### src/hdl/sk_pkg.sv
package sk_pkg;
    // status codes reported through socket_state_code
    localparam logic [7:0] CODE_RELEASED = 8'h00;
    localparam logic [7:0] CODE_TCP_INITIAL = 8'h13;
    localparam logic [7:0] CODE_SERVER_WAITING = 8'h14;
    localparam logic [7:0] CODE_REQUEST_SENT = 8'h15;
    localparam logic [7:0] CODE_REQUEST_RECEIVED = 8'h16;
    localparam logic [7:0] CODE_CONNECTED = 8'h17;
    localparam logic [7:0] CODE_TEARDOWN_WAIT = 8'h18;
    localparam logic [7:0] CODE_TEARDOWN_BOTH = 8'h1A;
    localparam logic [7:0] CODE_TEARDOWN_LINGER = 8'h1B;
    localparam logic [7:0] CODE_HALF_CLOSED = 8'h1C;
    localparam logic [7:0] CODE_DATAGRAM_OPEN = 8'h22;
    localparam logic [7:0] CODE_RAW_IP_OPEN = 8'h32;
    localparam logic [7:0] CODE_RAW_FRAME_OPEN = 8'h42;
    localparam logic [7:0] CODE_SESSION_SETUP = 8'h5F;
    localparam logic [7:0] STATE_CODE_RESET = 8'h00;
    // register placement: base plus socket index times stride
    localparam logic [15:0] STATE_CODE_BASE = 16'h4003;
    localparam logic [15:0] SOCKET_STRIDE = 16'h0100;
    // socket_command codes
    localparam logic [7:0] CMD_OPEN = 8'h01;
    localparam logic [7:0] CMD_LISTEN = 8'h02;
    localparam logic [7:0] CMD_CONNECT = 8'h04;
    localparam logic [7:0] CMD_TEARDOWN = 8'h08;
    localparam logic [7:0] CMD_CLOSE = 8'h10;
    localparam logic [7:0] CMD_SEND = 8'h20;
    localparam logic [7:0] CMD_RECV = 8'h40;
    // socket_protocol_select low nibble
    localparam logic [3:0] PROTO_TCP = 4'h1;
    localparam logic [3:0] PROTO_UDP = 4'h2;
    localparam logic [3:0] PROTO_RAW_IP = 4'h3;
    localparam logic [3:0] PROTO_RAW_FRAME = 4'h4;
    localparam logic [3:0] PROTO_SESSION = 4'h5;

    // events from the packet engines, one-cycle pulses
    typedef struct packed {
        logic syn_rx;
        logic synack_rx;
        logic synack_tx_ok;
        logic fin_rx;
        logic fin_ack_rx;
        logic teardown_done;
        logic tcp_retry_expiry;
        logic resolution_expiry;
    } sk_evt_s;

    // command strobe with its code
    typedef struct packed {
        logic valid;
        logic [7:0] code;
    } sk_cmd_s;
endpackage : sk_pkg

### src/hdl/sk_socket_status.sv
`timescale 1ns/1ps
// Operation
// - one read-only 8-bit status register per socket at base plus socket index times stride
// - released is 0x00; close and resolution expiry force it from anywhere, tcp retry expiry from tcp states only
// - open with TCP selected enters tcp initial, code 0x13
// - listen enters server waiting, code 0x14, awaiting a client request
// - server waiting goes request received on a client request, else timeout flag, released
// - connected is 0x17; send and receive commands accepted there
// - peer FIN gives half closed 0x1C; host tears down or closes
// - open with UDP selected enters datagram open, code 0x22
// - open with raw IP selected enters raw ip open, code 0x32
// - socket zero only: raw Ethernet open gives raw frame, 0x42
// - socket zero only: session open gives session setup, 0x5F
// - connect sends request, 0x15; reply connects, expiry releases
// - client request seen gives 0x16; reply sent connects, else releases
// - teardown shows 0x18, 0x1A, 0x1B; done or expiry releases
module sk_socket_status #(
    parameter int unsigned SOCK_IDX = 0
) (
    // clock and reset
    input wire logic sys_clk,
    input wire logic sys_rst,
    // register access
    input wire logic [15:0] reg_addr,
    input wire logic reg_rd,
    input wire logic reg_wr,
    input wire logic [7:0] reg_wdata,
    output logic [7:0] reg_rdata,
    // host command and protocol select
    input wire sk_pkg::sk_cmd_s socket_command,
    input wire logic [3:0] socket_protocol_select,
    input wire logic timeout_flag_ack,
    // packet engine events and requests
    input wire sk_pkg::sk_evt_s pkt_evt,
    output logic send_syn,
    output logic send_synack,
    output logic send_fin,
    output logic send_req,
    output logic recv_req,
    // status
    output logic [7:0] state_code,
    output logic timeout_flag,
    output logic data_enable
);
    import sk_pkg::*;
    typedef enum logic [12:0] {
        ST_RELEASED = 13'h0001,
        ST_TCP_INITIAL = 13'h0002,
        ST_SERVER_WAITING = 13'h0004,
        ST_REQUEST_SENT = 13'h0008,
        ST_REQUEST_RECEIVED = 13'h0010,
        ST_CONNECTED = 13'h0020,
        ST_HALF_CLOSED = 13'h0040,
        ST_TEARDOWN_WAIT = 13'h0080,
        ST_TEARDOWN_BOTH = 13'h0100,
        ST_TEARDOWN_LINGER = 13'h0200,
        ST_DATAGRAM_OPEN = 13'h0400,
        ST_RAW_IP_OPEN = 13'h0800,
        ST_RAW_FRAME_OPEN = 13'h1000
    } sk_state_e;
    // session setup shares the raw frame slot would hide a code; own flag
    sk_state_e state;
    sk_state_e next_state;
    logic session;
    logic next_session;
    logic is_tcp;
    logic abort;
    logic expiry_hit;
    logic [15:0] my_addr;

    // status code for a state
    function automatic logic [7:0] code_of(sk_state_e s, logic ses);
        logic [7:0] c;
        c = CODE_RELEASED;
        unique case (s)
            ST_RELEASED: c = ses ? CODE_SESSION_SETUP : CODE_RELEASED;
            ST_TCP_INITIAL: c = CODE_TCP_INITIAL;
            ST_SERVER_WAITING: c = CODE_SERVER_WAITING;
            ST_REQUEST_SENT: c = CODE_REQUEST_SENT;
            ST_REQUEST_RECEIVED: c = CODE_REQUEST_RECEIVED;
            ST_CONNECTED: c = CODE_CONNECTED;
            ST_HALF_CLOSED: c = CODE_HALF_CLOSED;
            ST_TEARDOWN_WAIT: c = CODE_TEARDOWN_WAIT;
            ST_TEARDOWN_BOTH: c = CODE_TEARDOWN_BOTH;
            ST_TEARDOWN_LINGER: c = CODE_TEARDOWN_LINGER;
            ST_DATAGRAM_OPEN: c = CODE_DATAGRAM_OPEN;
            ST_RAW_IP_OPEN: c = CODE_RAW_IP_OPEN;
            ST_RAW_FRAME_OPEN: c = CODE_RAW_FRAME_OPEN;
            default: c = CODE_RELEASED;
        endcase
        return c;
    endfunction : code_of
    // command decode helper
    function automatic logic cmd_hit(sk_cmd_s c, logic [7:0] k);
        return c.valid && (c.code == k);
    endfunction : cmd_hit
    assign my_addr = STATE_CODE_BASE + 16'(SOCK_IDX) * SOCKET_STRIDE;
    assign is_tcp = !(state inside {ST_RELEASED, ST_DATAGRAM_OPEN,
        ST_RAW_IP_OPEN, ST_RAW_FRAME_OPEN});
    // tcp retry expiry only means something while a tcp socket is live
    assign expiry_hit = (pkt_evt.tcp_retry_expiry && is_tcp)
        || pkt_evt.resolution_expiry;
    assign abort = cmd_hit(socket_command, CMD_CLOSE) || expiry_hit;

    // next state; close and expiry take priority over everything
    always_comb begin
        next_state = state;
        next_session = session;
        if (abort) begin
            next_state = ST_RELEASED;
            next_session = 1'b0;
        end else begin
            unique case (state)
                ST_RELEASED: begin
                    if (cmd_hit(socket_command, CMD_OPEN)) begin
                        next_session = 1'b0;
                        if (socket_protocol_select == PROTO_TCP) begin
                            next_state = ST_TCP_INITIAL;
                        end else if (socket_protocol_select == PROTO_UDP) begin
                            next_state = ST_DATAGRAM_OPEN;
                        end else if (socket_protocol_select == PROTO_RAW_IP)
                        begin
                            next_state = ST_RAW_IP_OPEN;
                        end else if (SOCK_IDX == 0 &&
                            socket_protocol_select == PROTO_RAW_FRAME) begin
                            next_state = ST_RAW_FRAME_OPEN;
                        end else if (SOCK_IDX == 0 &&
                            socket_protocol_select == PROTO_SESSION) begin
                            next_session = 1'b1;
                        end
                    end else if (cmd_hit(socket_command, CMD_TEARDOWN)) begin
                        next_session = 1'b0;
                    end
                end
                ST_TCP_INITIAL: begin
                    if (cmd_hit(socket_command, CMD_LISTEN)) begin
                        next_state = ST_SERVER_WAITING;
                    end else if (cmd_hit(socket_command, CMD_CONNECT)) begin
                        next_state = ST_REQUEST_SENT;
                    end else if (cmd_hit(socket_command, CMD_TEARDOWN)) begin
                        next_state = ST_RELEASED;
                    end
                end
                ST_SERVER_WAITING: begin
                    if (cmd_hit(socket_command, CMD_TEARDOWN)) begin
                        next_state = ST_RELEASED;
                    end else if (pkt_evt.syn_rx) begin
                        next_state = ST_REQUEST_RECEIVED;
                    end
                end
                ST_REQUEST_SENT: begin
                    if (cmd_hit(socket_command, CMD_TEARDOWN)) begin
                        next_state = ST_RELEASED;
                    end else if (pkt_evt.synack_rx) begin
                        next_state = ST_CONNECTED;
                    end
                end
                ST_REQUEST_RECEIVED: begin
                    if (cmd_hit(socket_command, CMD_TEARDOWN)) begin
                        next_state = ST_RELEASED;
                    end else if (pkt_evt.synack_tx_ok) begin
                        next_state = ST_CONNECTED;
                    end
                end
                ST_CONNECTED: begin
                    if (cmd_hit(socket_command, CMD_TEARDOWN)) begin
                        next_state = ST_TEARDOWN_WAIT;
                    end else if (pkt_evt.fin_rx) begin
                        next_state = ST_HALF_CLOSED;
                    end
                end
                ST_HALF_CLOSED: begin
                    if (cmd_hit(socket_command, CMD_TEARDOWN)) begin
                        next_state = ST_TEARDOWN_BOTH;
                    end
                end
                ST_TEARDOWN_WAIT: begin
                    if (pkt_evt.fin_rx && pkt_evt.fin_ack_rx) begin
                        next_state = ST_TEARDOWN_LINGER;
                    end else if (pkt_evt.fin_rx) begin
                        next_state = ST_TEARDOWN_BOTH;
                    end
                end
                ST_TEARDOWN_BOTH: begin
                    if (pkt_evt.fin_ack_rx) begin
                        next_state = ST_TEARDOWN_LINGER;
                    end
                end
                ST_TEARDOWN_LINGER: begin
                    if (pkt_evt.teardown_done) begin
                        next_state = ST_RELEASED;
                    end
                end
                ST_DATAGRAM_OPEN, ST_RAW_IP_OPEN, ST_RAW_FRAME_OPEN: begin
                    if (cmd_hit(socket_command, CMD_TEARDOWN)) begin
                        next_state = ST_RELEASED;
                    end
                end
            endcase
        end
    end

    // state register
    always_ff @(posedge sys_clk) begin
        if (sys_rst) begin
            state <= ST_RELEASED;
            session <= 1'b0;
        end else begin
            state <= next_state;
            session <= next_session;
        end
    end

    // status code held in a flop so reads never see decode glitches
    always_ff @(posedge sys_clk) begin
        if (sys_rst) begin
            state_code <= STATE_CODE_RESET;
        end else begin
            state_code <= code_of(next_state, next_session);
        end
    end

    // sticky timeout flag; a new expiry beats the host clear
    always_ff @(posedge sys_clk) begin
        if (sys_rst) begin
            timeout_flag <= 1'b0;
        end else if (expiry_hit) begin
            timeout_flag <= 1'b1;
        end else if (timeout_flag_ack) begin
            timeout_flag <= 1'b0;
        end
    end

    // register read; writes are decoded nowhere, so they do nothing
    always_ff @(posedge sys_clk) begin
        if (sys_rst) begin
            reg_rdata <= 8'h00;
        end else if (reg_rd && reg_addr == my_addr) begin
            reg_rdata <= state_code;
        end else begin
            reg_rdata <= 8'h00;
        end
    end

    // requests to the packet engines, one cycle each
    always_ff @(posedge sys_clk) begin
        if (sys_rst) begin
            send_syn <= 1'b0;
            send_synack <= 1'b0;
            send_fin <= 1'b0;
        end else begin
            send_syn <= state != ST_REQUEST_SENT
                && next_state == ST_REQUEST_SENT;
            send_synack <= state != ST_REQUEST_RECEIVED
                && next_state == ST_REQUEST_RECEIVED;
            send_fin <= (state == ST_CONNECTED || state == ST_HALF_CLOSED)
                && next_state inside {ST_TEARDOWN_WAIT, ST_TEARDOWN_BOTH};
        end
    end

    // send and receive only where data may move
    assign data_enable = state inside {ST_CONNECTED, ST_HALF_CLOSED,
        ST_DATAGRAM_OPEN, ST_RAW_IP_OPEN, ST_RAW_FRAME_OPEN} || session;
    always_ff @(posedge sys_clk) begin
        if (sys_rst) begin
            send_req <= 1'b0;
            recv_req <= 1'b0;
        end else begin
            send_req <= data_enable && !abort
                && cmd_hit(socket_command, CMD_SEND);
            recv_req <= data_enable && !abort
                && cmd_hit(socket_command, CMD_RECV);
        end
    end
endmodule : sk_socket_status

### config.mk
export PLATFORM = sky130hd
export DESIGN_NAME = sk_socket_status
export DESIGN_NICKNAME = d
export VERILOG_FILES = /design/src/hdl/sk_pkg.sv /design/src/hdl/sk_socket_status.sv
export SDC_FILE = /design/constraint.sdc
export NUM_CORES = 1
export LEC_CHECK = 0
export BUFFER_PORTS_ARGS = -buffer_cell sky130_fd_sc_hd__buf_2
export CAP_MARGIN = 5
export CORE_UTILIZATION = 46
export CTS_BUF_LIST = sky130_fd_sc_hd__clkbuf_2
export CTS_CLUSTER_SIZE = 24
export DETAILED_ROUTE_END_ITERATION = 12
export PLACE_DENSITY_LB_ADDON = 0.25
export SYNTH_ARGS = -nofsm -noshare
export SYNTH_HDL_FRONTEND = slang
export SYNTH_SLANG_ARGS = --single-unit
### constraint.sdc
create_clock -name sys_clk -period 3.4 [get_ports sys_clk]
set_input_delay 0.68 -clock sys_clk [delete_from_list [all_inputs] [get_ports sys_clk]]
set_output_delay 0.68 -clock sys_clk [all_outputs]
set_load 0.01 [all_outputs]
# Word-level counts from Yosys, hierarchy flattened
# Index checks and enable logic that the tools add are counted.
# word_totals
n_memories	0
register_bits	36
rom_bits	0
latch_bits	0
input_bits	50
word_cells	116
output_inout_bits	23
ram_bits	0
# classes
div_mod_pow	0
n_mux	36
magnitude_cmp	0
bitwise_logic	1
eq_ne	41
multipliers	0
n_addsub	0
shifts	0
reduce_logical	28
# op_table
operator	n
$mux W13	22
$pmux W13 S11	1
$pmux W7 S13	1
$eq A13 B1 Y1 const B	2
$eq A13 B10 Y1 const B	2
$eq A13 B11 Y1 const B	2
$eq A13 B12 Y1 const B	2
$eq A13 B13 Y1 const B	2
$eq A13 B2 Y1 const B	2
$eq A13 B3 Y1 const B	2
$eq A13 B4 Y1 const B	2
$eq A13 B5 Y1 const B	2
$eq A13 B6 Y1 const B	2
$eq A13 B7 Y1 const B	2
$eq A13 B8 Y1 const B	2
$eq A13 B9 Y1 const B	2
$eq A16 B15 Y1 const B	1
$logic_and A1 B1 Y1	16
$ne A13 B4 Y1 const B	1
$ne A13 B5 Y1 const B	1
$mux W1	11
$eq A4 B2 Y1 const B	2
$eq A4 B3 Y1 const B	2
$eq A8 B1 Y1 const B	1
other kinds (16)	21

# Logic depth before layout (Yosys ltp)
# Gate-level depths: netlist of the first run.
# logic_depth
ltp_word	11
ltp_mapped	12
mapped_depth_nobuf	9

# Least setup slack after synthesis of the first run
# No wires, ideal clock.
# synth_path
kind	input -> register
from	input port socket_command[2] (netlist name)
to	register state_code[0]
path_buffers	1
setup_ps	77
required_time_ps	3323
cell_stages	10
t_arrival_ps	3181
setup_slack_ps	143
cell_sequence	or4_1 clkbuf_1 or4_1 a32oi_1 a41oi_1 nor3_1 o2111a_2 nand4b_1 or3_1 a41oi_2
# synth_via
elab_chain_cells	9
elab_cells_between_ends	41
classes_between	eq/ne: 18; mux: 17; reduce/logical: 6
# synth_rtl
item	line	rtl
from (decl)	sk_socket_status.sv:30	input wire sk_pkg::sk_cmd_s socket_command,
$eq A8 B4 Y1	sk_socket_status.sv:95	return c.valid && (c.code == k);
$logic_and A1 B1 Y1	sk_socket_status.sv:95	
$mux W13	sk_socket_status.sv:140, sk_socket_status.sv:195	
$mux W13	sk_socket_status.sv:138	end else if (cmd_hit(socket_command, CMD_CONNECT)) begin
$mux W13	sk_socket_status.sv:136	if (cmd_hit(socket_command, CMD_LISTEN)) begin
$pmux W13 S11	sk_socket_status.sv:113	unique case (state)
$mux W13	sk_socket_status.sv:109	if (abort) begin
$eq A13 B13 Y1 (tied with other cells)	sk_socket_status.sv:75	unique case (s)
$pmux W7 S13 (*)	sk_socket_status.sv:75	
to (signal assigned)	sk_socket_status.sv:219	state_code <= code_of(next_state, next_session);
to (decl)	sk_socket_status.sv:41	output logic [7:0] state_code,
# Mark *: on every way between the ends. The rest lies on a longest branch, timed or not.
# A chain may end at the register's enable or synchronous reset.

# Worst setup path after layout of the first run
# layout_path
from	register state[9]
to	register state_code[0]
# layout_via
elab_chain_cells	9
elab_cells_between_ends	59
classes_between	eq/ne: 26; mux: 27; reduce/logical: 6
# layout_rtl
item	line	rtl
from (decl)	sk_socket_status.sv:62	sk_state_e state;
from (signal assigned)	sk_socket_status.sv:209	state <= next_state;
$mux W13 (tied with other cells)	sk_socket_status.sv:124	end else if (SOCK_IDX == 0 &&
$mux W13 / $reduce_bool A4 Y1 (equally long branches)	sk_socket_status.sv:121, sk_socket_status.sv:98	
$mux W13 / $logic_not A1 Y1 (equally long branches)	sk_socket_status.sv:119, sk_socket_status.sv:98	
$mux W13 / $logic_and A1 B1 Y1 (equally long branches)	sk_socket_status.sv:117, sk_socket_status.sv:101	
$mux W13 / $logic_or A1 B1 Y1 (equally long branches)	sk_socket_status.sv:115, sk_socket_status.sv:102	
$pmux W13 S11 / $logic_or A1 B1 Y1 (equally long branches)	sk_socket_status.sv:113, sk_socket_status.sv:103	
$mux W13 / $mux W1 (equally long branches)	sk_socket_status.sv:109	
$eq A13 B13 Y1 (tied with other cells)	sk_socket_status.sv:75	
$pmux W7 S13 (*)	sk_socket_status.sv:75	
# Marked as above.

==> impl_metrics.toml, run 1 <==
[finish]
fill_cells = 544
multi_input_area_um2 = 2090
antenna-diode-count = 0
nNetsFinal = 540
area_delta_synth_final_pct = 32.4
register_area_um2 = 683
stdcell_area_um2 = 3830
layout-drive-gt1-share = 0.352

[die]
die_x_um = 81.3
ios = 73
coreArea_um2 = 5990
die_y_um = 81.3
dieArea_um2 = 6600
row_count = 28
initial_core_util = 0.482

[detailed_routing]
via_count = 3631
ant_nets = 0
finalWirelength_um = 10300
post_drt_wl_per_cell_um = 18.2
dr.pass1.iters = 7
vias_per_cell = 6.42
drt_iter0_drc = 280
drc = 0

[sta]
rsz0062_at_grt = "no"
finalCritPeriodShare = 0.947
setup_violations = 0
finalCriticalPeriod_ns = 3.22
tightest_slew_ns = 0.847
drv_slew = 0
slew_headroom = 0.430
hold_viol = 0
fmax_mhz = 310
tns_ns = 0
finalClockSkew_ns = 0.0203

[global_routing]
met2_usage = 0.543
busiest_layer = "met2"
grt_pass1_vias = 3274
grtUsageMet1 = 0.423
grt_pass1_wl_um = 16400
grt_usage = 0.326
overflow = 0
met3_usage = 0.0517
antenna_found_initial = 0
grt_max_degree = 26

[clock_tree]
htree_levels = 2
clk_latency_ns = 0.39
max-clock-path-buffers = 2
clkSlewWorstSetupHoldPaths_ns = 0.18
cts_buffers = 5
cts_setup_buffers = 0
cts_root_buf = "clkbuf_2"
cts.sinks = 34
cts_tree = "yes"
ctsHoldBuffers = 0

[place]
placed_area_um2 = 3760
place_hpwl_um = 8190
place.gp.congestion = 0.984
io_buffers = 61

[yosys]
synth_mux_area_frac = 0.00736
synth-seq-area-share = 0.235
synth.cells.most_frequent = "dfxtp_1 (34), nor2_1 (34), nand2_1 (18)"
ys_ff_latch = 34
syn_area_per_cell_um2 = 7.77
synth_top_family_by_area = "simple AND/OR/NAND/NOR gates"
yosysWarningCount = 0
ys_types = 79
synth_fa_ha_area_frac = 0
synthSimpleGateAreaFrac = 0.380
synth_top_area_frac = 0.235
netlist_area_um2 = 2890
synth_area_leader_cell = "dfxtp_1"
synth_ff_type = "dfxtp_1"
synth.area.top_cells = "dfxtp_1 (24%), nor2_1 (4.4%), o21ai_0 (2.6%)"
yosys.area_share.xor_xnor = 0.0212
synth_edf_count = 0
async_reset_ff_frac = 0
synth_cells = 372
synth_compound_area_frac = 0.304

[worst_setup_path]
arrival_ns = 3.53
critical_path_class = "reg2reg"
end_kind = "flip-flop"
startpoint_type = "flip-flop"
required_ns = 3.71
crit_fanout = 8

[power]
leakage_nw = 1.57
pwr-share-comb = 0.125
netSwitchingPower_w = 0.000183
seqPwrFrac = 0.597
clockPowerShare = 0.277
switching_share = 0.274
intPower_w = 0.000486
ir_drop_uv = 207
p_per_area_nw_per_um2 = 175

[flow_run]
maxCapViolations = 0

[min_path]
hp-class = "reg2reg"

[outcome]
status = "finished, final reports clean"
==> per-stage QoR <==
step           total power [W]  std cells  setup WS (ns)  hold slack (ns)   util
5_1_grt               0.000696        566         0.0125            0.464  0.639
2_1_floorplan         0.000442        373          0.143            0.493      -
3_5_place_dp          0.000490        558         -0.200            0.442  0.628
4_1_cts               0.000670        566          0.151            0.458  0.635
6_report              0.000669        566          0.179            0.455  0.639
3_3_place_gp          0.000489        558         -0.207            0.428  0.628
==> registers in the layout (all words and copies together), names as in the netlist <==
| name | cells |
|---|---|
| reg_rdata | 7 |
| recv_req | 1 |
| state_code | 7 |
| state | 13 |
| timeout_flag | 1 |
| send_fin | 1 |
| session | 1 |
| send_synack | 1 |
| send_syn | 1 |
| send_req | 1 |
==> layout by cell type, fill, tap and decap left out, types with 5 or more instances in the layout <==
| cell | Yosys | layout |
|---|---|---|
| a31oi_1 | 8 | 8 |
| buf_4 | 3 | 74 |
| nand2_1 | 18 | 18 |
| nand4_1 | 11 | 11 |
| o211ai_1 | 5 | 5 |
| nand3_1 | 14 | 14 |
| o21a_1 | 5 | 5 |
| o2111ai_1 | 7 | 7 |
| nor3_1 | 14 | 12 |
| nor2_1 | 34 | 34 |
| nand2b_1 | 5 | 5 |
| nor4b_1 | 7 | 7 |
| nor3b_1 | 9 | 9 |
| a21oi_1 | 12 | 12 |
| inv_1 | 5 | 5 |
| and4_1 | 5 | 5 |
| o21ai_0 | 15 | 15 |
| xor2_1 | 6 | 6 |
| or3_1 | 6 | 6 |
| and2_1 | 10 | 10 |
| dfxtp_1 | 34 | 32 |
| clkbuf_2 | 0 | 5 |
| buf_2 | 5 | 61 |
| a211oi_1 | 6 | 5 |
| nor4_1 | 9 | 9 |
| and3_1 | 10 | 9 |
==> critical path, cell delays in order, from the launching register on <==
cell	delay, ns
dfxtp_1	0.43
or4_1	0.56
or4_1	0.53
o22a_2	0.30
nand2_1	0.13
buf_4	0.13
o22ai_1	0.13
buf_4	0.19
nand4b_1	0.19
or3_1	0.38
a41oi_2	0.15
==> power by group through the flow <==
stage / Clock, W / Sequential (W) / Combinational [W]
floorplan: 0 / 0.000409 / 0.0000334
global placement: 0 / 0.000408 / 0.0000805
detailed placement: 0 / 0.000408 / 0.0000820
CTS: 0.000187 / 0.000400 / 0.0000823
global route: 0.000205 / 0.000400 / 0.0000908
finish: 0.000186 / 0.000400 / 0.0000838
==> final timing paths <==
kind | startpoint | end | slack (ns) | cells past startpoint
min | state_code[3] | reg_rdata[3] | 0.46 | 1
max | state[9] | state_code[0] | 0.18 | 10
min reg2reg | state_code[3] | reg_rdata[3] | 0.46 | 1
max reg2reg | state[9] | state_code[0] | 0.18 | 10
==> routing by layer <==
metal	vias to the layer above	wire length (um)	share of wire
li1	1717	-	-
met1	1681	4480	0.44
met2	214	4780	0.46
met3	19	810	0.079
met4	0	221	0.021
met5	-	0	0
==> cell families after synthesis <==
group / Yosys count
simple gates: 183
other cells: 1
flops: 34
xor+xnor: 7
buf+inv: 32
mux: 2
compound gates: 113
==> area by class of cell <==
type / count / share of cell area
Clock buffer: 5 / 0.00654
Tap cell: 75 / 0.0245
Sequential cell: 34 / 0.178
Multi-Input combinational cell: 307 / 0.546
Clock inverter: 3 / 0.00425
Inverter: 5 / 0.00490
Timing Repair Buffer: 137 / 0.235
==> what timing repair did <==
action / in CTS / in global routing
setup endpoints to repair: 0 / 9
hold endpoints to repair: 0 / 0
resized for setup: 0 / 8
No activity file was read; power rests on OpenSTA's default activity.
==> inputs of run 2 (changes only) <==
Settings changed: CTS_BUF_LIST sky130_fd_sc_hd__clkbuf_2 to sky130_fd_sc_hd__clkbuf_4, PLACE_DENSITY from default to 0.85, PLACE_DENSITY_LB_ADDON 0.25 to default.
==> impl_metrics.toml, run 2 (synthesized netlist as in run 1, its figures left out) <==
[outcome]
status = "finished, final reports clean"

[sta]
finalCriticalPeriod_ns = 3.29
finalCritPeriodShare = 0.968
hold_viol = 0
drv_slew = 0
finalClockSkew_ns = 0.00623
rsz0062_at_grt = "no"
tightest_slew_ns = 0.851
fmax_mhz = 304
hold_slack_ns = 0.463
slew_headroom = 0.428
setup_violations = 0

[global_routing]
grt_max_degree = 26
antenna_found_initial = 0
grt_pass1_vias = 3378
grt_usage = 0.326
grt_pass1_wl_um = 16400
overflow = 0

[die]
row_count = 28
die_y_um = 81.3
coreArea_um2 = 5990
ios = 73
die_x_um = 81.3
dieArea_um2 = 6600
initial_core_util = 0.482

[clock_tree]
cts_root_buf = "clkbuf_4"
cts_tree = "yes"
clkSlewWorstSetupHoldPaths_ns = 0.10
cts.sinks = 34
cts_buffers = 5
htree_levels = 2
cts_setup_buffers = 0
max-clock-path-buffers = 2
clk_latency_ns = 0.34

[finish]
nNetsFinal = 547
largest_reg_flops = 13
antenna-diode-count = 0
layout-drive-gt1-share = 0.361
mostFrequentLayoutCells = "buf_4 (82), buf_2 (61), nor2_1 (33)"
final_common_cell = "buf_4"
final_core_util = 0.650
largest_register = "state"
reg_top3 = "state: 13 flops, reg_rdata: 7 flops, state_code: 7 flops"
stdcell_area_um2 = 3890
area_delta_synth_final_pct = 34.6
instances_no_fill = 573
fill_cells = 496

[detailed_routing]
finalWirelength_um = 10600
dr.pass1.iters = 5
vias_per_cell = 6.64
post_drt_wl_per_cell_um = 18.5
drc = 0
ant_nets = 0
via_count = 3804
drt_iter0_drc = 352

[worst_setup_path]
startpoint_type = "input port"
crit_fanout = 5
arrival_ns = 3.55
required_ns = 3.66
end_kind = "flip-flop"
critical_path_class = "in2reg"

[place]
placedCellCount = 565
placed_area_um2 = 3800
place.gp.congestion = 1.01
place_hpwl_um = 8330
io_buffers = 61

[power]
ir_drop_uv = 219
leakage_nw = 1.60
p_per_area_nw_per_um2 = 178
power.total_w = 0.000691

[flow_run]
maxCapViolations = 0

[min_path]
hp-class = "reg2reg"
run 2: stage by stage:
stage / setup TNS, ns / setup slack, ns
after CTS: 0 / 0.0342
after global routing: 0 / 0.0382
after floorplan: 0 / 0.143
after detailed placement: -1.56 / -0.231
after global placement: -1.18 / -0.201
final: 0 / 0.110
run 2: path summary, 6_finish.rpt:
kind | start | endpoint | slack, ns | cells past startpoint
setup / recovery | socket_command[2] | state_code[4] | 0.11 | 10
hold reg to reg | state_code[6] | reg_rdata[6] | 0.46 | 1
hold / removal | state_code[6] | reg_rdata[6] | 0.46 | 1
setup reg to reg | state[1] | state_code[4] | 0.14 | 9
run 2: final cells by class:
| cell class | count | area (um2) | area share |
|---|---|---|---|
| multi-input combinational | 307 | 2110 | 0.541 |
| clock buffer | 5 | 37.5 | 0.00965 |
| tap | 75 | 93.8 | 0.0241 |
| clock inverter | 3 | 11.3 | 0.00289 |
| timing repair buffer | 144 | 941 | 0.242 |
| sequential | 34 | 683 | 0.176 |
| inverter | 5 | 18.8 | 0.00482 |
run 2: where the power goes:
group	internal [W]	switching [W]
logic	0.0000404	0.0000461
registers	0.000399	0.000000338
clock network	0.0000736	0.000132
run 2: per-layer routing:
metal,global-route usage,share of wire
met4,0.150,0.042
met5,0,0
met2,0.537,0.46
met3,0.0539,0.088
met1,0.410,0.41
run 2: critical path, cell delays in order:
cell and delay, ns:
buf_2 0.10, or4_4 0.56, buf_4 0.17, or3_1 0.48, buf_4 0.18, o41ai_1 0.46, nand2_1 0.20, o31ai_1 0.27
nand3_1 0.21, a41oi_1 0.25
run 2: timing repair:
action	4_1_cts	5_1_grt
setup endpoints to repair	0	9
endpoints found under the hold margin	0	0
hold buffers	0	0
resized for setup	0	12
